===== config.mk =====
export PLATFORM = sky130hd
export DESIGN_NAME = peripheral_irq_enable_flag_bank
export DESIGN_NICKNAME = d
export VERILOG_FILES = /design/src/shared/irq_bank_pkg.sv /design/src/core/peripheral_irq_enable_flag_bank.sv
export VERILOG_INCLUDE_DIRS = /design/src /design/src/shared
export SDC_FILE = /design/constraint.sdc
export NUM_CORES = 1
export LEC_CHECK = 0
export BUFFER_PORTS_ARGS = -buffer_cell sky130_fd_sc_hd__buf_2
export CORE_MARGIN = 10
export CORE_UTILIZATION = 40
export DETAILED_ROUTE_END_ITERATION = 7
export HOLD_SLACK_MARGIN = 0.15
export MAX_ROUTING_LAYER = met4
export SETUP_SLACK_MARGIN = 0.02
export SYNTH_ARGS = -nofsm -noshare
export SYNTH_HDL_FRONTEND = slang
export SYNTH_SLANG_ARGS = --single-unit

===== constraint.sdc =====
create_clock -name clk -period 3.36 [get_ports clk]
set_input_delay 0.168 -clock clk [delete_from_list [all_inputs] [get_ports clk]]
set_output_delay 0.168 -clock clk [all_outputs]
set_load 0.005 [all_outputs]

===== src/shared/irq_bank_defines.svh =====
// constants for the peripheral interrupt enable and flag bank
`ifndef IRQ_BANK_DEFINES_SVH
`define IRQ_BANK_DEFINES_SVH

// register indices; byte address is four times the index
`define IDX_FLAGS2 6'h10
`define IDX_ENABLES2 6'h11
`define IDX_FLAGS1 6'h16
`define IDX_ENABLES1 6'h17
`define IDX_CONTROL 6'h18
`define IDX_PORTB_SNAP 6'h19

// first flag / enable register bit positions
`define B1_PORTB 7
`define B1_TIMER3 6
`define B1_TIMER2 5
`define B1_TIMER1 4
`define B1_CAPTURE2 3
`define B1_CAPTURE1 2
`define B1_USART1_TX 1
`define B1_USART1_RX 0

// second flag / enable register bit positions
`define B2_SERIAL 7
`define B2_COLLISION 6
`define B2_CONVERSION 5
`define B2_CAPTURE4 3
`define B2_CAPTURE3 2
`define B2_USART2_TX 1
`define B2_USART2_RX 0

// control register bit positions
`define BC_GROUP_EN 0
`define BC_CAP1_MODE 1
`define BC_WIDE_TIMER 2
`define BC_PENDING 7

// masks of bits that software may write
`define FLAGS1_RW_MASK 8'hfc
`define FLAGS2_RW_MASK 8'hec
`define ENABLES1_MASK 8'hff
`define ENABLES2_MASK 8'hef

// reset values
`define FLAGS1_RESET 8'h02
`define FLAGS2_RESET 8'h02
`define ENABLES_RESET 8'h00
`define CONTROL_RESET 3'h0
`define BYTE_ZERO 8'h00

`endif


===== src/shared/irq_bank_pkg.sv =====
// types shared by the peripheral interrupt enable and flag bank
`default_nettype none
package irq_bank_pkg;

    typedef logic [7:0] byte_t;

    typedef enum logic [2:0] {
        SEL_NONE = 3'h0,
        SEL_FLAGS1 = 3'h1,
        SEL_ENABLES1 = 3'h3,
        SEL_FLAGS2 = 3'h2,
        SEL_ENABLES2 = 3'h6,
        SEL_CONTROL = 3'h7,
        SEL_PORTB_SNAP = 3'h5
    } reg_sel_t;

endpackage

`default_nettype wire


===== src/core/peripheral_irq_enable_flag_bank.sv =====
// peripheral interrupt enable and request flag bank with apb access
//
// Summary of operation
// - first enable register, one bit per source
// - second enable register, one bit per source
// - second registers bit four reads zero always
// - flags set regardless of enable or disable
// - first flag register mirrors first enable layout
// - port change flag held while mismatch remains
// - timer3 flag source chosen by capture1 mode
// - timer2 flag sets on period rollover
// - timer1 flag source chosen by wide mode
// - capture flags set on their capture events
// - usart transmit flags follow empty, reset one
// - usart receive flags follow full, reset zero
// - serial flag sets on transfer completion
// - i2c master conditions also set serial flag
// - collision flag sets in i2c master mode
// - conversion flag sets when conversion finishes
// - pending equals or of flags and enables
// - group enable gates pending onto core request
// - vector entry leaves every flag unchanged
//
// Added by the designer: the APB register port.
`timescale 1ns/1ns
`default_nettype none
`include "irq_bank_defines.svh"

module peripheral_irq_enable_flag_bank (
    input wire logic clk,
    input wire logic rst_n,
    input wire logic clk_en,
    input wire logic [7:0] paddr,
    input wire logic psel,
    input wire logic penable,
    input wire logic pwrite,
    input wire logic [31:0] pwdata,
    input wire logic [3:0] pstrb,
    output logic [31:0] prdata,
    output logic pready,
    output logic pslverr,
    input wire logic [7:0] portb_pins,
    input wire logic timer3_overflow,
    input wire logic timer3_period_wrap,
    input wire logic timer2_period_wrap,
    input wire logic timer1_period_wrap,
    input wire logic timer21_period_wrap,
    input wire logic [3:0] capture_event,
    input wire logic usart1_tx_empty,
    input wire logic usart1_rx_full,
    input wire logic usart2_tx_empty,
    input wire logic usart2_rx_full,
    input wire logic sp_xfer_done,
    input wire logic sp_master_cond_done,
    input wire logic sp_idle_bus_cond,
    input wire logic sp_i2c_master,
    input wire logic sp_bus_collision,
    input wire logic conversion_done,
    output logic capture1_mode_select,
    output logic wide_timer_mode,
    output logic peripheral_pending,
    output logic peripheral_irq
);

    // ========================================================
    // address decode
    function automatic irq_bank_pkg::reg_sel_t decode(
        input logic [7:0] addr
    );
        irq_bank_pkg::reg_sel_t sel;
        sel = irq_bank_pkg::SEL_NONE;
        if (addr[1:0] != 2'h0) begin
            sel = irq_bank_pkg::SEL_NONE;
        end else if (addr[7:2] == `IDX_FLAGS1) begin
            sel = irq_bank_pkg::SEL_FLAGS1;
        end else if (addr[7:2] == `IDX_ENABLES1) begin
            sel = irq_bank_pkg::SEL_ENABLES1;
        end else if (addr[7:2] == `IDX_FLAGS2) begin
            sel = irq_bank_pkg::SEL_FLAGS2;
        end else if (addr[7:2] == `IDX_ENABLES2) begin
            sel = irq_bank_pkg::SEL_ENABLES2;
        end else if (addr[7:2] == `IDX_CONTROL) begin
            sel = irq_bank_pkg::SEL_CONTROL;
        end else if (addr[7:2] == `IDX_PORTB_SNAP) begin
            sel = irq_bank_pkg::SEL_PORTB_SNAP;
        end
        return sel;
    endfunction

    irq_bank_pkg::reg_sel_t sel;
    logic access;
    logic done;
    logic wr_fire;
    logic rd_fire;
    logic lane0;
    irq_bank_pkg::byte_t wbyte;

    irq_bank_pkg::byte_t flags1_q;
    irq_bank_pkg::byte_t flags1_d;
    irq_bank_pkg::byte_t flags2_q;
    irq_bank_pkg::byte_t flags2_d;
    irq_bank_pkg::byte_t enables1_q;
    irq_bank_pkg::byte_t enables1_d;
    irq_bank_pkg::byte_t enables2_q;
    irq_bank_pkg::byte_t enables2_d;
    logic [2:0] control_q;
    logic [2:0] control_d;
    irq_bank_pkg::byte_t set1;
    irq_bank_pkg::byte_t set2;
    irq_bank_pkg::byte_t rdata;
    logic pending_d;

    logic [7:0] pin_s1_q;
    logic [7:0] pin_s2_q;
    logic [7:0] pin_s3_q;
    logic [7:0] pin_stable_q;
    logic [7:0] pin_latch_q;
    logic mismatch;

    logic ready_q;
    logic slverr_q;
    logic [31:0] rdata_q;
    logic pending_q;
    logic irq_q;

    assign sel = decode(paddr);
    assign access = psel && penable;
    // one wait state: answer on the second access cycle
    assign done = access && ready_q;
    assign lane0 = pstrb[0];
    assign wbyte = pwdata[7:0];
    assign wr_fire = done && pwrite && lane0 && !slverr_q;
    assign rd_fire = done && !pwrite && !slverr_q;

    // ========================================================
    // port pin synchroniser and mismatch detection
    always_ff @(posedge clk) begin
        if (!rst_n) begin
            pin_s1_q <= `BYTE_ZERO;
            pin_s2_q <= `BYTE_ZERO;
            pin_s3_q <= `BYTE_ZERO;
        end else if (clk_en) begin
            pin_s1_q <= portb_pins;
            pin_s2_q <= pin_s1_q;
            pin_s3_q <= pin_s2_q;
        end
    end

    // a pin bit counts as changed only once two stages agree
    always_ff @(posedge clk) begin
        if (!rst_n) begin
            pin_stable_q <= `BYTE_ZERO;
        end else if (clk_en) begin
            for (int i = 0; i < 8; i++) begin
                if (pin_s2_q[i] == pin_s3_q[i]) begin
                    pin_stable_q[i] <= pin_s3_q[i];
                end
            end
        end
    end

    // reading the snapshot register ends the mismatch; the latch takes
    // the value software was handed, so a pin change in the wait state
    // is not lost but keeps the mismatch alive
    always_ff @(posedge clk) begin
        if (!rst_n) begin
            pin_latch_q <= `BYTE_ZERO;
        end else if (clk_en) begin
            if (rd_fire && sel == irq_bank_pkg::SEL_PORTB_SNAP) begin
                pin_latch_q <= rdata_q[7:0];
            end
        end
    end

    // flag keeps setting until software removes the mismatch
    assign mismatch = pin_stable_q != pin_latch_q;

    // ========================================================
    // hardware set conditions
    always_comb begin
        set1 = `BYTE_ZERO;
        set2 = `BYTE_ZERO;
        set1[`B1_PORTB] = mismatch;
        set1[`B1_TIMER3] = control_q[`BC_CAP1_MODE] ?
            timer3_overflow : timer3_period_wrap;
        set1[`B1_TIMER2] = timer2_period_wrap;
        set1[`B1_TIMER1] = control_q[`BC_WIDE_TIMER] ?
            timer21_period_wrap : timer1_period_wrap;
        set1[`B1_CAPTURE2] = capture_event[1];
        set1[`B1_CAPTURE1] = capture_event[0];
        set2[`B2_SERIAL] = sp_xfer_done ||
            (sp_i2c_master && (sp_master_cond_done ||
            sp_idle_bus_cond));
        set2[`B2_COLLISION] = sp_bus_collision &&
            sp_i2c_master;
        set2[`B2_CONVERSION] = conversion_done;
        set2[`B2_CAPTURE4] = capture_event[3];
        set2[`B2_CAPTURE3] = capture_event[2];
    end

    // ========================================================
    // flag next state
    // no vector acknowledge input exists: flags change only by
    // events and software writes
    always_comb begin
        flags1_d = flags1_q & `FLAGS1_RW_MASK;
        if (wr_fire && sel == irq_bank_pkg::SEL_FLAGS1) begin
            flags1_d = wbyte & `FLAGS1_RW_MASK;
        end
        // set wins over a clearing write; enables are not looked at
        flags1_d = flags1_d | set1;
        flags1_d[`B1_USART1_TX] = usart1_tx_empty;
        flags1_d[`B1_USART1_RX] = usart1_rx_full;
    end

    always_comb begin
        flags2_d = flags2_q & `FLAGS2_RW_MASK;
        if (wr_fire && sel == irq_bank_pkg::SEL_FLAGS2) begin
            flags2_d = wbyte & `FLAGS2_RW_MASK;
        end
        flags2_d = flags2_d | set2;
        flags2_d[`B2_USART2_TX] = usart2_tx_empty;
        flags2_d[`B2_USART2_RX] = usart2_rx_full;
    end

    // layout of the first flag register matches its enables
    always_ff @(posedge clk) begin
        if (!rst_n) begin
            flags1_q <= `FLAGS1_RESET;
            flags2_q <= `FLAGS2_RESET;
        end else if (clk_en) begin
            flags1_q <= flags1_d;
            flags2_q <= flags2_d;
        end
    end

    // ========================================================
    // enables and control
    always_comb begin
        enables1_d = enables1_q;
        enables2_d = enables2_q;
        control_d = control_q;
        if (wr_fire && sel == irq_bank_pkg::SEL_ENABLES1) begin
            enables1_d = wbyte & `ENABLES1_MASK;
        end
        if (wr_fire && sel == irq_bank_pkg::SEL_ENABLES2) begin
            enables2_d = wbyte & `ENABLES2_MASK;
        end
        if (wr_fire && sel == irq_bank_pkg::SEL_CONTROL) begin
            control_d = wbyte[2:0];
        end
    end

    always_ff @(posedge clk) begin
        if (!rst_n) begin
            enables1_q <= `ENABLES_RESET;
            enables2_q <= `ENABLES_RESET;
            control_q <= `CONTROL_RESET;
        end else if (clk_en) begin
            enables1_q <= enables1_d;
            enables2_q <= enables2_d;
            control_q <= control_d;
        end
    end

    // ========================================================
    // pending and core request
    // built from next state so the outputs track the registers
    // in the same cycle; a stale flag fires as soon as enabled,
    // which is why software should clear it first
    assign pending_d = |(flags1_d & enables1_d) ||
        |(flags2_d & enables2_d);

    always_ff @(posedge clk) begin
        if (!rst_n) begin
            pending_q <= 1'b0;
            irq_q <= 1'b0;
        end else if (clk_en) begin
            pending_q <= pending_d;
            irq_q <= pending_d && control_d[`BC_GROUP_EN];
        end
    end

    // ========================================================
    // apb read mux and answer
    always_comb begin
        rdata = `BYTE_ZERO;
        case (sel)
            irq_bank_pkg::SEL_FLAGS1: begin
                rdata = flags1_q;
            end
            irq_bank_pkg::SEL_FLAGS2: begin
                rdata = flags2_q;
            end
            irq_bank_pkg::SEL_ENABLES1: begin
                rdata = enables1_q;
            end
            irq_bank_pkg::SEL_ENABLES2: begin
                rdata = enables2_q;
            end
            irq_bank_pkg::SEL_CONTROL: begin
                rdata[2:0] = control_q;
                rdata[`BC_PENDING] = pending_q;
            end
            irq_bank_pkg::SEL_PORTB_SNAP: begin
                rdata = pin_stable_q;
            end
            default: begin
                rdata = `BYTE_ZERO;
            end
        endcase
    end

    // ready rises on the first access cycle's edge and falls after
    always_ff @(posedge clk) begin
        if (!rst_n) begin
            ready_q <= 1'b0;
            slverr_q <= 1'b0;
            rdata_q <= 32'h0;
        end else if (clk_en) begin
            if (access && !ready_q) begin
                ready_q <= 1'b1;
                slverr_q <= sel == irq_bank_pkg::SEL_NONE;
                rdata_q <= {24'h0, rdata};
            end else begin
                ready_q <= 1'b0;
                slverr_q <= 1'b0;
            end
        end
    end

    assign prdata = rdata_q;
    assign pready = ready_q;
    assign pslverr = slverr_q;
    assign capture1_mode_select = control_q[`BC_CAP1_MODE];
    assign wide_timer_mode = control_q[`BC_WIDE_TIMER];
    assign peripheral_pending = pending_q;
    assign peripheral_irq = irq_q;

endmodule

`default_nettype wire


==> results by group, run 1 <==
Power and ir drop
  – Pwr per Cell Area: 380 nW/µm²
  – Maximum VDD drop: 0.211 mV
  – LEAKAGE: 2.02 nW

Cells and area
  – Register area: 1700 µm²
  – Layout cells sized above 1: 0.173
  – Area grow syn2layout: 18.1%
  – Area occupied by multi-input gates: 2480 µm²
  – Fillers: 1035
  – Net count reported at finish: 660
  – Diodes inserted: 0

Placed design
  – Port Buffer Count: 63
  – Pre-CTS setup slack: 0.556 ns
  – Placer Congestion: 0.899
  – Post-DP HPWL: 9220 µm

Floorplan
  – Die Y: 125 µm
  – Core area: 10800 µm²
  – I/O pins: 115
  – # rows: 38
  – Die area: 15700 µm²
  – Starting Density: 0.409
  – Overall die width: 125 µm

Yosys
  – Netlist Area Pre-Place: 4440 µm²
  – Top area cells in the synthesized netlist: dfxtp_1 38%, mux2i_1 9.0%, nor2b_1 6.2%
  – Number of synthesized register bits: 85
  – Top FF cell, synth: dfxtp_1
  – Ys Warns: 0
  – Synth top area share: 0.384
  – Mapped Cells: 505
  – Post-synth EDFFs: 0
  – Distinct cells, synth: 52
  – Register area share after synthesis: 0.384
  – Synth area leader: dfxtp_1
  – Post-synth top cells: 85 x dfxtp_1, 44 x nor2b_1, 40 x mux2i_1, 40 x nand2_1, 30 x o21ai_0
  – Top-count cell post-synth: dfxtp_1
  – Async SR Flop Fraction: 0
  – Syn avg cell area: 8.78 µm²

Route
  – Routed Wire Length: 12700 µm
  – Post-DR wirelength/cell: 17.5 µm
  – DRC viols: 0
  – Vias/cell: 5.43
  – DR iter-0 viols: 341
  – Vias: 3951
  – Antenna Violating Nets Remaining: 0
  – TritonRoute pass-1 iters: 5

Clocking
  – Clock tree buffer depth: 2
  – Clock Latency Late Sink: 0.37 ns
  – Cts repair resizes: 0
  – Postcts setup bufs: 0
  – CTS Buf Count: 9
  – H-Tree Depth: 3
  – CTS root buf: clkbuf_8
  – Sink Count: 85
  – TritonCTS clock tree: done
  – Clock-pin slew on the worst setup and hold paths: 0.10 ns

STA
  – Worst Setup Slack, final: 0.793 ns
  – Max Clock Freq: 390 MHz
  – Clock Skew: 0.0153 ns
  – Slew @ Worst Pin: 1.12 ns
  – RSZ-0062 raised after global routing: false
  – Setup violations, final: 0
  – Slew Limit Fails: 0
  – TNS Setup: 0 ns
  – Tcrit/Tclk final: 0.764
  – Max-Slew Margin vs Limit: 0.251
  – Minimum clock period: 2.57 ns
  – Hold Vio Cnt, Final: 0

Global routing
  – Gr usage total: 0.163
  – Vias in the first global route: 3841
  – First-pass GRT wire length: 20500 µm
  – Initial antenna violation count: 0
  – Total gr overflow: 0
  – Largest net degree at the start of global routing: 76

Critical path
  – WP data required: 3.58 ns
  – CP startpoint kind: flip-flop
  – Worst r2r dst: peripheral_irq$_SDFFE_PN0P_
  – FF-to-FF path depth: 6
  – Critical Path Sink Type: flip-flop
  – Crit path DAT: 2.79 ns
  – R2R setup slack: 0.79 ns
  – Critical path class: flip-flop to flip-flop
  – Crit Reg-Reg Startpoint: pready$_SDFFE_PN0P_
  – Crit path max fanout: 8

Min path
  – Worst min-delay path class: input pin to flip-flop
  – Hold path startpoint: sp_xfer_done
  – Hold Crit Depth: 5
  – Hold Path End: flags2_q[7]$_SDFFE_PN0P_

Flow run
  – Max-cap violations: 0

Status
  – Status: completed
-- worst max-delay path: stages, from the launching register on --
cell and delay, ns:
dfxtp_1 0.43, nand4b_2 0.35, nor4_2 0.72, nor3b_1 0.27, o32ai_1 0.14, nor4_1 0.36
a31oi_1 0.15
-- stage by stage --
stage | hold WS (ns) | utilization | instance area, µm² | total power, mW | instances
detailed placement | 0.413 | 0.441 | 4780 | 1.25 | 686
CTS | 0.215 | 0.483 | 5240 | 2.00 | 728
finish | 0.222 | 0.483 | 5240 | 1.99 | 728
global route | 0.260 | 0.483 | 5240 | 2.07 | 728
global placement | 0.406 | 0.441 | 4780 | 1.25 | 686
floorplan | 0.296 | - | 4520 | 1.20 | 528
-- per-layer routing --
layer	wire length, µm	share of wire	GRT usage
met1	5840	0.46	0.211
met2	5770	0.45	0.243
met3	922	0.073	0.0401
met4	178	0.014	0.0522
met5	0	0	-
-- how the worst max path moves through the flow --
stage,startpoint,endpoint,slack [ns],cells after the start
finish,pready$_SDFFE_PN0P_,peripheral_irq$_SDFFE_PN0P_,0.79,6
global route,pready$_SDFFE_PN0P_,peripheral_irq$_SDFFE_PN0P_,0.60,6
CTS,pready$_SDFFE_PN0P_,peripheral_irq$_SDFFE_PN0P_,0.83,6
detailed placement,paddr[2],peripheral_irq$_SDFFE_PN0P_,0.56,7
global placement,paddr[2],peripheral_pending$_SDFFE_PN0P_,0.62,7
floorplan,paddr[5],peripheral_irq$_SDFFE_PN0P_,0.97,7
-- what timing repair did --
action,CTS,global route
hold buffers,26,0
setup endpoints to repair,0,0
endpoints found under the hold margin,33,0
-- area by class of cell --
class / instances / share of cell area
sequential: 85 / 0.325
inverter: 14 / 0.0100
clock buffer: 9 / 0.0236
timing repair buffer: 97 / 0.121
clock inverter: 7 / 0.0141
tap: 140 / 0.0334
multi-input combinational: 376 / 0.473
-- sequential cells by signal, summed over array words and instances (netlist names) --
signal and flops:
pin_stable_q 8, pin_s3_q 8, peripheral_pending 1, pready 1, enables1_q 8, flags1_q 8
flags2_q 7, pin_s1_q 8, peripheral_irq 1, pin_s2_q 8, control_q 3, prdata 8
enables2_q 7, pslverr 1, pin_latch_q 8
-- cells by family (layout without fill, tap and decap cells) --
group,Yosys count,after routing,synth area share
AOI/OAI and AO/OA,136,136,0.206
xor gates and xnor gates,8,8,0.0158
buffers and inverters,67,127,0.0790
DFF,85,85,0.384
muxes,46,46,0.105
other,1,24,0.000845
and+or+nand+nor,162,162,0.210
-- cells in the final DEF (no fill, tap or decap), drive strengths merged, types with 24 or more instances in the layout --
cell         Yosys  layout
a21boi          24      24
dfxtp           85      85
o21ai           30      30
mux2i           40      40
nand2           40      40
nor2b           44      44
conb             1      24
a21oi           27      27
buf             31      71
dlygate4sd3      0      26
-- power breakdown --
group          leakage (nW)  switching [mW]  internal, mW
Combinational          1.22           0.110        0.0940
Clock                 0.101           0.441         0.295
Sequential            0.691          0.0193          1.03
(Power assumes the default switching activity.)
==> run 2, diff against run 1 <==
--- a/config.mk
+++ b/config.mk
@@ -12,6 +12,7 @@
 export DETAILED_ROUTE_END_ITERATION = 7
 export HOLD_SLACK_MARGIN = 0.15
 export MAX_ROUTING_LAYER = met4
+export PLACE_DENSITY = 0.66
 export SETUP_SLACK_MARGIN = 0.02
 export SYNTH_ARGS = -nofsm -noshare
 export SYNTH_HDL_FRONTEND = slang
==> constraint.sdc (replaced) <==
create_clock -name clk -period 2.1 [get_ports clk]
set_input_delay 0.105 -clock clk [delete_from_list [all_inputs] [get_ports clk]]
set_output_delay 0.105 -clock clk [all_outputs]
set_load 0.005 [all_outputs]
==> run 2 against run 1 <==
  * Cell area rose by 10%
  * Global-route usage rose by 2.0 points
  * Clock skew rose by 0.00078 ns
  * First-iteration DRC count rose by 23%
  * Sequential share of layout area fell by 2.9 points
  * Largest cell class unchanged
  * Count of clock-buffer cells in the layout rose by 1
  * Core utilization rose by 4.8 points
  * Cell count rose by 6.6%
==> results by group, run 2 (same netlist as run 1, synthesis figures left out) <==
Cells and area
  – Layout cells sized above 1: 0.245
  – Commonest non-fill, non-tap cells in the layout: 84 x dfxtp_1, 63 x buf_2, 46 x buf_4
  – Fillers: 1020
  – Final instance area: 5760 µm²
  – Final Core Density: 0.532
  – Most common cell after layout, fill and taps aside: dfxtp_1
  – Diodes inserted: 0
  – Net count reported at finish: 709
  – Area grow syn2layout: 30.0%

STA
  – Minimum clock period: 2.03 ns
  – Hold Vio Cnt, Final: 0
  – Max Clock Freq: 493 MHz
  – Tcrit/Tclk final: 0.965
  – Slew Limit Fails: 0
  – RSZ-0062 raised after global routing: true
  – Clock Skew: 0.0160 ns
  – Max-Slew Margin vs Limit: 0.618
  – Slew @ Worst Pin: 0.573 ns
  – Setup violations, final: 0

Power and ir drop
  – Clk pwr share: 0.383
  – Comb pwr share: 0.113
  – P_int: 2.50 mW
  – Flop pwr share: 0.504
  – Sw power: 837 µW
  – Sw Share: 0.251
  – Pwr per Cell Area: 580 nW/µm²
  – Maximum VDD drop: 0.486 mV
  – LEAKAGE: 2.32 nW

Global routing
  – Initial antenna violation count: 0
  – Total gr overflow: 0
  – Largest net degree at the start of global routing: 62
  – Gr usage total: 0.183
  – Vias in the first global route: 4211
  – First-pass GRT wire length: 22600 µm

Status
  – Status: completed

Critical path
  – Crit path max fanout: 8
  – Worst setup startpoint: pslverr$_SDFFE_PN0P_
  – Crit path DAT: 2.33 ns
  – Worst Path Buf+Inv: 4
  – CP cell instances: nand4b_4, buf_12, nor4_4, buf_4, buf_6, nor3_1, o32ai_1, buf_4, nor4_4, a31oi_1
  – Critical path class: flip-flop to flip-flop
  – CP peak stage delay: 0.33 ns
  – Slowest-stage cell, CP: dfxtp_2
  – Crit Reg-Reg Startpoint: pslverr$_SDFFE_PN0P_
  – Critical Path Sink Type: flip-flop
  – CP startpoint kind: flip-flop
  – WP data required: 2.40 ns
  – Top delay family on crit path: buffers and inverters

Placed design
  – Post-DP Area: 5120 µm²
  – Post-DP HPWL: 10600 µm
  – Port Buffer Count: 63
  – Placer Congestion: 0.880

Min path
  – Hold path startpoint: timer3_overflow
  – Worst min-delay path class: input pin to flip-flop

Floorplan
  – Starting Density: 0.409
  – I/O pins: 115
  – Die Y: 125 µm
  – Core area: 10800 µm²
  – Die area: 15700 µm²
  – Overall die width: 125 µm
  – # rows: 38

Route
  – Antenna Violating Nets Remaining: 0
  – TritonRoute pass-1 iters: 6
  – Routed Wire Length: 14300 µm
  – Post-DR wirelength/cell: 18.4 µm
  – DRC viols: 0
  – Vias/cell: 5.38
  – DR iter-0 viols: 421
  – Vias: 4176

Clocking
  – Clock Latency Late Sink: 0.36 ns
  – H-Tree Depth: 3
  – CTS root buf: clkbuf_8
  – Sink Count: 85
  – Clock-pin slew on the worst setup and hold paths: 0.09 ns
  – CTS Buf Count: 9
  – Clock tree buffer depth: 2
  – TritonCTS clock tree: done

Flow run
  – Max-cap violations: 0
## run 2: cell types whose count changed in the layout (fill, tap and decap cells not counted), moves of 3 or more
| cell | before | now |
|---|---|---|
| dlygate4sd3_1 | 26 | 32 |
| nor4_1 | 7 | 3 |
| buf_12 | 0 | 3 |
| nor4_2 | 1 | 4 |
| buf_4 | 8 | 46 |
## run 2: layout make-up
type                    count  area (µm²)  share of cell area
flip-flops and latches     85        1700               0.295
repair buffers            146        1060               0.185
clock buffers              10         128              0.0221
clock inverters             5        82.6              0.0143
well taps                 140         175              0.0304
inverters                  14        52.6             0.00912
multi-input cells         376        2560               0.444
## run 2: power by group through the flow
stage	Clock (mW)	Combinational (mW)	Sequential (mW)
detailed placement	0	0.320	1.72
finish	1.28	0.377	1.68
global route	1.38	0.415	1.69
global placement	0	0.313	1.72
floorplan	0	0.207	1.71
CTS	1.31	0.369	1.68
## run 2: worst min-delay path, cell delays in order
cell	delay, ns
buf_2	0.08
mux2_2	0.15
o31ai_1	0.06
nor2_1	0.10
## run 2: repair_timing
| action | 4_1_cts | 5_1_grt |
|---|---|---|
| hold endpoints to repair | 48 | 0 |
| pin swaps | 1 | 6 |
| gates resized for setup | 5 | 10 |
| buffers inserted | 0 | 4 |
| hold buffers | 32 | 0 |
| endpoints found under the setup margin | 2 | 3 |
## run 2: worst paths after layout
kind,cells after the start,slack [ns],endpoint
setup / recovery,10,0.07,peripheral_pending$_SDFFE_PN0P_
hold / removal,4,0.17,flags1_q[6]$_SDFFE_PN0P_
setup reg to reg,10,0.07,peripheral_pending$_SDFFE_PN0P_
hold reg to reg,2,0.48,flags2_q[5]$_SDFFE_PN0P_
## run 2: metrics by stage
step | power, mW | hold slack, ns | instances | TNS [ns] | setup WS [ns]
2_1_floorplan | 1.92 | 0.233 | 528 | -0.114 | -0.0603
3_3_place_gp | 2.03 | 0.343 | 725 | -0.593 | -0.201
3_5_place_dp | 2.04 | 0.353 | 725 | -0.984 | -0.230
4_1_cts | 3.36 | 0.156 | 772 | 0 | 0.0264
5_1_grt | 3.48 | 0.170 | 776 | -0.0450 | -0.0450
6_report | 3.34 | 0.169 | 776 | 0 | 0.0735
## run 2: layer usage
layer	wire, µm	vias up	track usage
met3	1060	13	0.0422
met4	195	0	0.0650
met2	6730	141	0.281
li1	-	2023	-
met1	6290	1999	0.231
met5	0	-	-
==> run 3, diff against run 2 <==
--- a/config.mk
+++ b/config.mk
@@ -9,7 +9,10 @@
 export BUFFER_PORTS_ARGS = -buffer_cell sky130_fd_sc_hd__buf_2
 export CORE_MARGIN = 10
 export CORE_UTILIZATION = 40
+export CTS_BUF_LIST = sky130_fd_sc_hd__clkbuf_4 sky130_fd_sc_hd__clkbuf_8 sky130_fd_sc_hd__clkbuf_16
+export CTS_CLUSTER_DIAMETER = 40
 export DETAILED_ROUTE_END_ITERATION = 7
+export GPL_ROUTABILITY_DRIVEN = 0
 export HOLD_SLACK_MARGIN = 0.15
 export MAX_ROUTING_LAYER = met4
 export PLACE_DENSITY = 0.66
==> run 3 against run 2 <==
  * Count of clock-buffer cells in the layout is 1 lower
  * Clock skew is 0.0019 ns lower
  * Combinational power hardly changed
  * Power is 3.3% lower
  * Via count is 2.3% higher
  * Core utilization is 0.43 points lower
  * Maximum frequency is 0.16% higher
  * Cell count is 0.77% lower
  * Register-to-register slack hardly changed
  * Sequential power hardly changed
  * First-iteration DRC count is 0.48% lower
  * Critical path type unchanged
  * Critical endpoint unchanged
  * Largest cell class unchanged
==> results by group, run 3 (same netlist as run 1, synthesis figures left out) <==
Floorplan
  – Die area: 15700 µm²
  – Overall die width: 125 µm
  – # rows: 38
  – Starting Density: 0.409
  – Core area: 10800 µm²
  – I/O pins: 115
  – Die Y: 125 µm

Flow run
  – Max-cap violations: 0

Critical path
  – Slowest-stage cell, CP: or4_4
  – Crit path DAT: 2.27 ns
  – Crit path max fanout: 6
  – Critical Path Sink Type: flip-flop
  – WP data required: 2.35 ns
  – CP cell instances: nand4b_4, buf_12, or4_4, o32ai_4, o22ai_2, nor4_4, a31oi_1
  – R2R setup slack: 0.08 ns
  – CP startpoint kind: flip-flop
  – Critical path class: flip-flop to flip-flop
  – CP peak stage delay: 0.46 ns

Cells and area
  – Commonest non-fill, non-tap cells in the layout: 84 x dfxtp_1, 63 x buf_2, 44 x nor2b_1
  – Net count reported at finish: 702
  – Register area: 1700 µm²
  – Layout Cells excl Fill: 770
  – Diodes inserted: 0
  – Final Core Density: 0.527
  – Final instance area: 5720 µm²
  – Area grow syn2layout: 28.9%
  – Area occupied by multi-input gates: 2570 µm²
  – Most common cell after layout, fill and taps aside: dfxtp_1
  – Layout cells sized above 1: 0.235
  – Fillers: 1005

Placed design
  – Pre-CTS setup slack: -0.212 ns
  – Port Buffer Count: 63
  – Post-DP HPWL: 9840 µm
  – Inst Count DP: 717
  – Post-DP Area: 5060 µm²

Clocking
  – Sink Count: 85
  – CTS Buf Count: 9
  – TritonCTS clock tree: done
  – Clock tree buffer depth: 2
  – H-Tree Depth: 3
  – Clock-pin slew on the worst setup and hold paths: 0.11 ns
  – CTS root buf: clkbuf_8
  – Clock Latency Late Sink: 0.37 ns

STA
  – Slew @ Worst Pin: 0.646 ns
  – RSZ-0062 raised after global routing: true
  – Minimum clock period: 2.02 ns
  – Slew Limit Fails: 0
  – Clock Skew: 0.0141 ns
  – Setup violations, final: 0
  – Tcrit/Tclk final: 0.963
  – Max-Slew Margin vs Limit: 0.569
  – Worst Setup Slack, final: 0.0768 ns
  – Hold Vio Cnt, Final: 0
  – TNS Setup: 0 ns
  – Max Clock Freq: 494 MHz

Min path
  – Worst min-delay path class: input pin to flip-flop

Status
  – Status: completed

Route
  – Post-DR wirelength/cell: 17.6 µm
  – TritonRoute pass-1 iters: 6
  – Antenna Violating Nets Remaining: 0
  – Routed Wire Length: 13600 µm
  – DRC viols: 0
  – Vias/cell: 5.55
  – Vias: 4274
  – DR iter-0 viols: 419

Global routing
  – Initial antenna violation count: 0
  – Vias in the first global route: 4233
  – Gr usage total: 0.171
  – First-pass GRT wire length: 21700 µm
  – Largest net degree at the start of global routing: 49
  – Total gr overflow: 0

Power and ir drop
  – LEAKAGE: 2.28 nW
  – Pwr per Cell Area: 565 nW/µm²
  – Maximum VDD drop: 0.357 mV
run 3: worst paths after layout:
kind	from	end	cells past startpoint
max	pslverr$_SDFFE_PN0P_	peripheral_pending$_SDFFE_PN0P_	7
min	sp_bus_collision	flags2_q[6]$_SDFFE_PN0P_	5
max reg2reg	pslverr$_SDFFE_PN0P_	peripheral_pending$_SDFFE_PN0P_	7
min reg2reg	flags2_q[5]$_SDFFE_PN0P_	flags2_q[5]$_SDFFE_PN0P_	2
run 3: where the power goes:
| group | leakage [nW] | internal, mW | total, mW | switching (mW) |
|---|---|---|---|---|
| Clock | 0.0981 | 0.469 | 1.17 | 0.703 |
| Combinational | 1.49 | 0.182 | 0.378 | 0.196 |
| Sequential | 0.691 | 1.65 | 1.68 | 0.0313 |
run 3: metal layers:
metal	routed length, µm	GRT usage	part of all wire	vias to the layer above
met4	405	0.0637	0.030	0
met5	0	-	0	-
met2	6100	0.261	0.45	234
li1	-	-	-	2017
met3	1240	0.0456	0.091	45
met1	5810	0.211	0.43	1978
run 3: worst max-delay path: cells and delay by family, from the launching register on:
kind | cells | cell delay (ns)
flip-flops | 1 | 0.32
AND/OR/NAND/NOR | 3 | 0.92
AO/OA/AOI/OAI | 3 | 0.52
buffers and inverters | 1 | 0.16
run 3: stage by stage:
step                      power [mW]  hold WS, ns
final                           3.23        0.193
after global routing            3.35        0.220
after CTS                       3.24        0.184
after detailed placement        2.03        0.350
after global placement          2.02        0.344
after floorplan                 1.92        0.233
run 3: layout make-up:
type,count,share of cell area
tap,140,0.0306
clock buffer,9,0.0217
timing repair buffer,139,0.179
sequential,85,0.298
multi-input combinational,376,0.449
clock inverter,7,0.0131
inverter,14,0.00919
run 3: repair_timing:
item / CTS / global route
endpoints found under the hold margin: 48 / 0
gates resized for setup: 3 / 10
setup endpoints to repair: 2 / 2
hold buffers: 33 / 0
buffers inserted: 3 / 1
pin swaps: 3 / 1
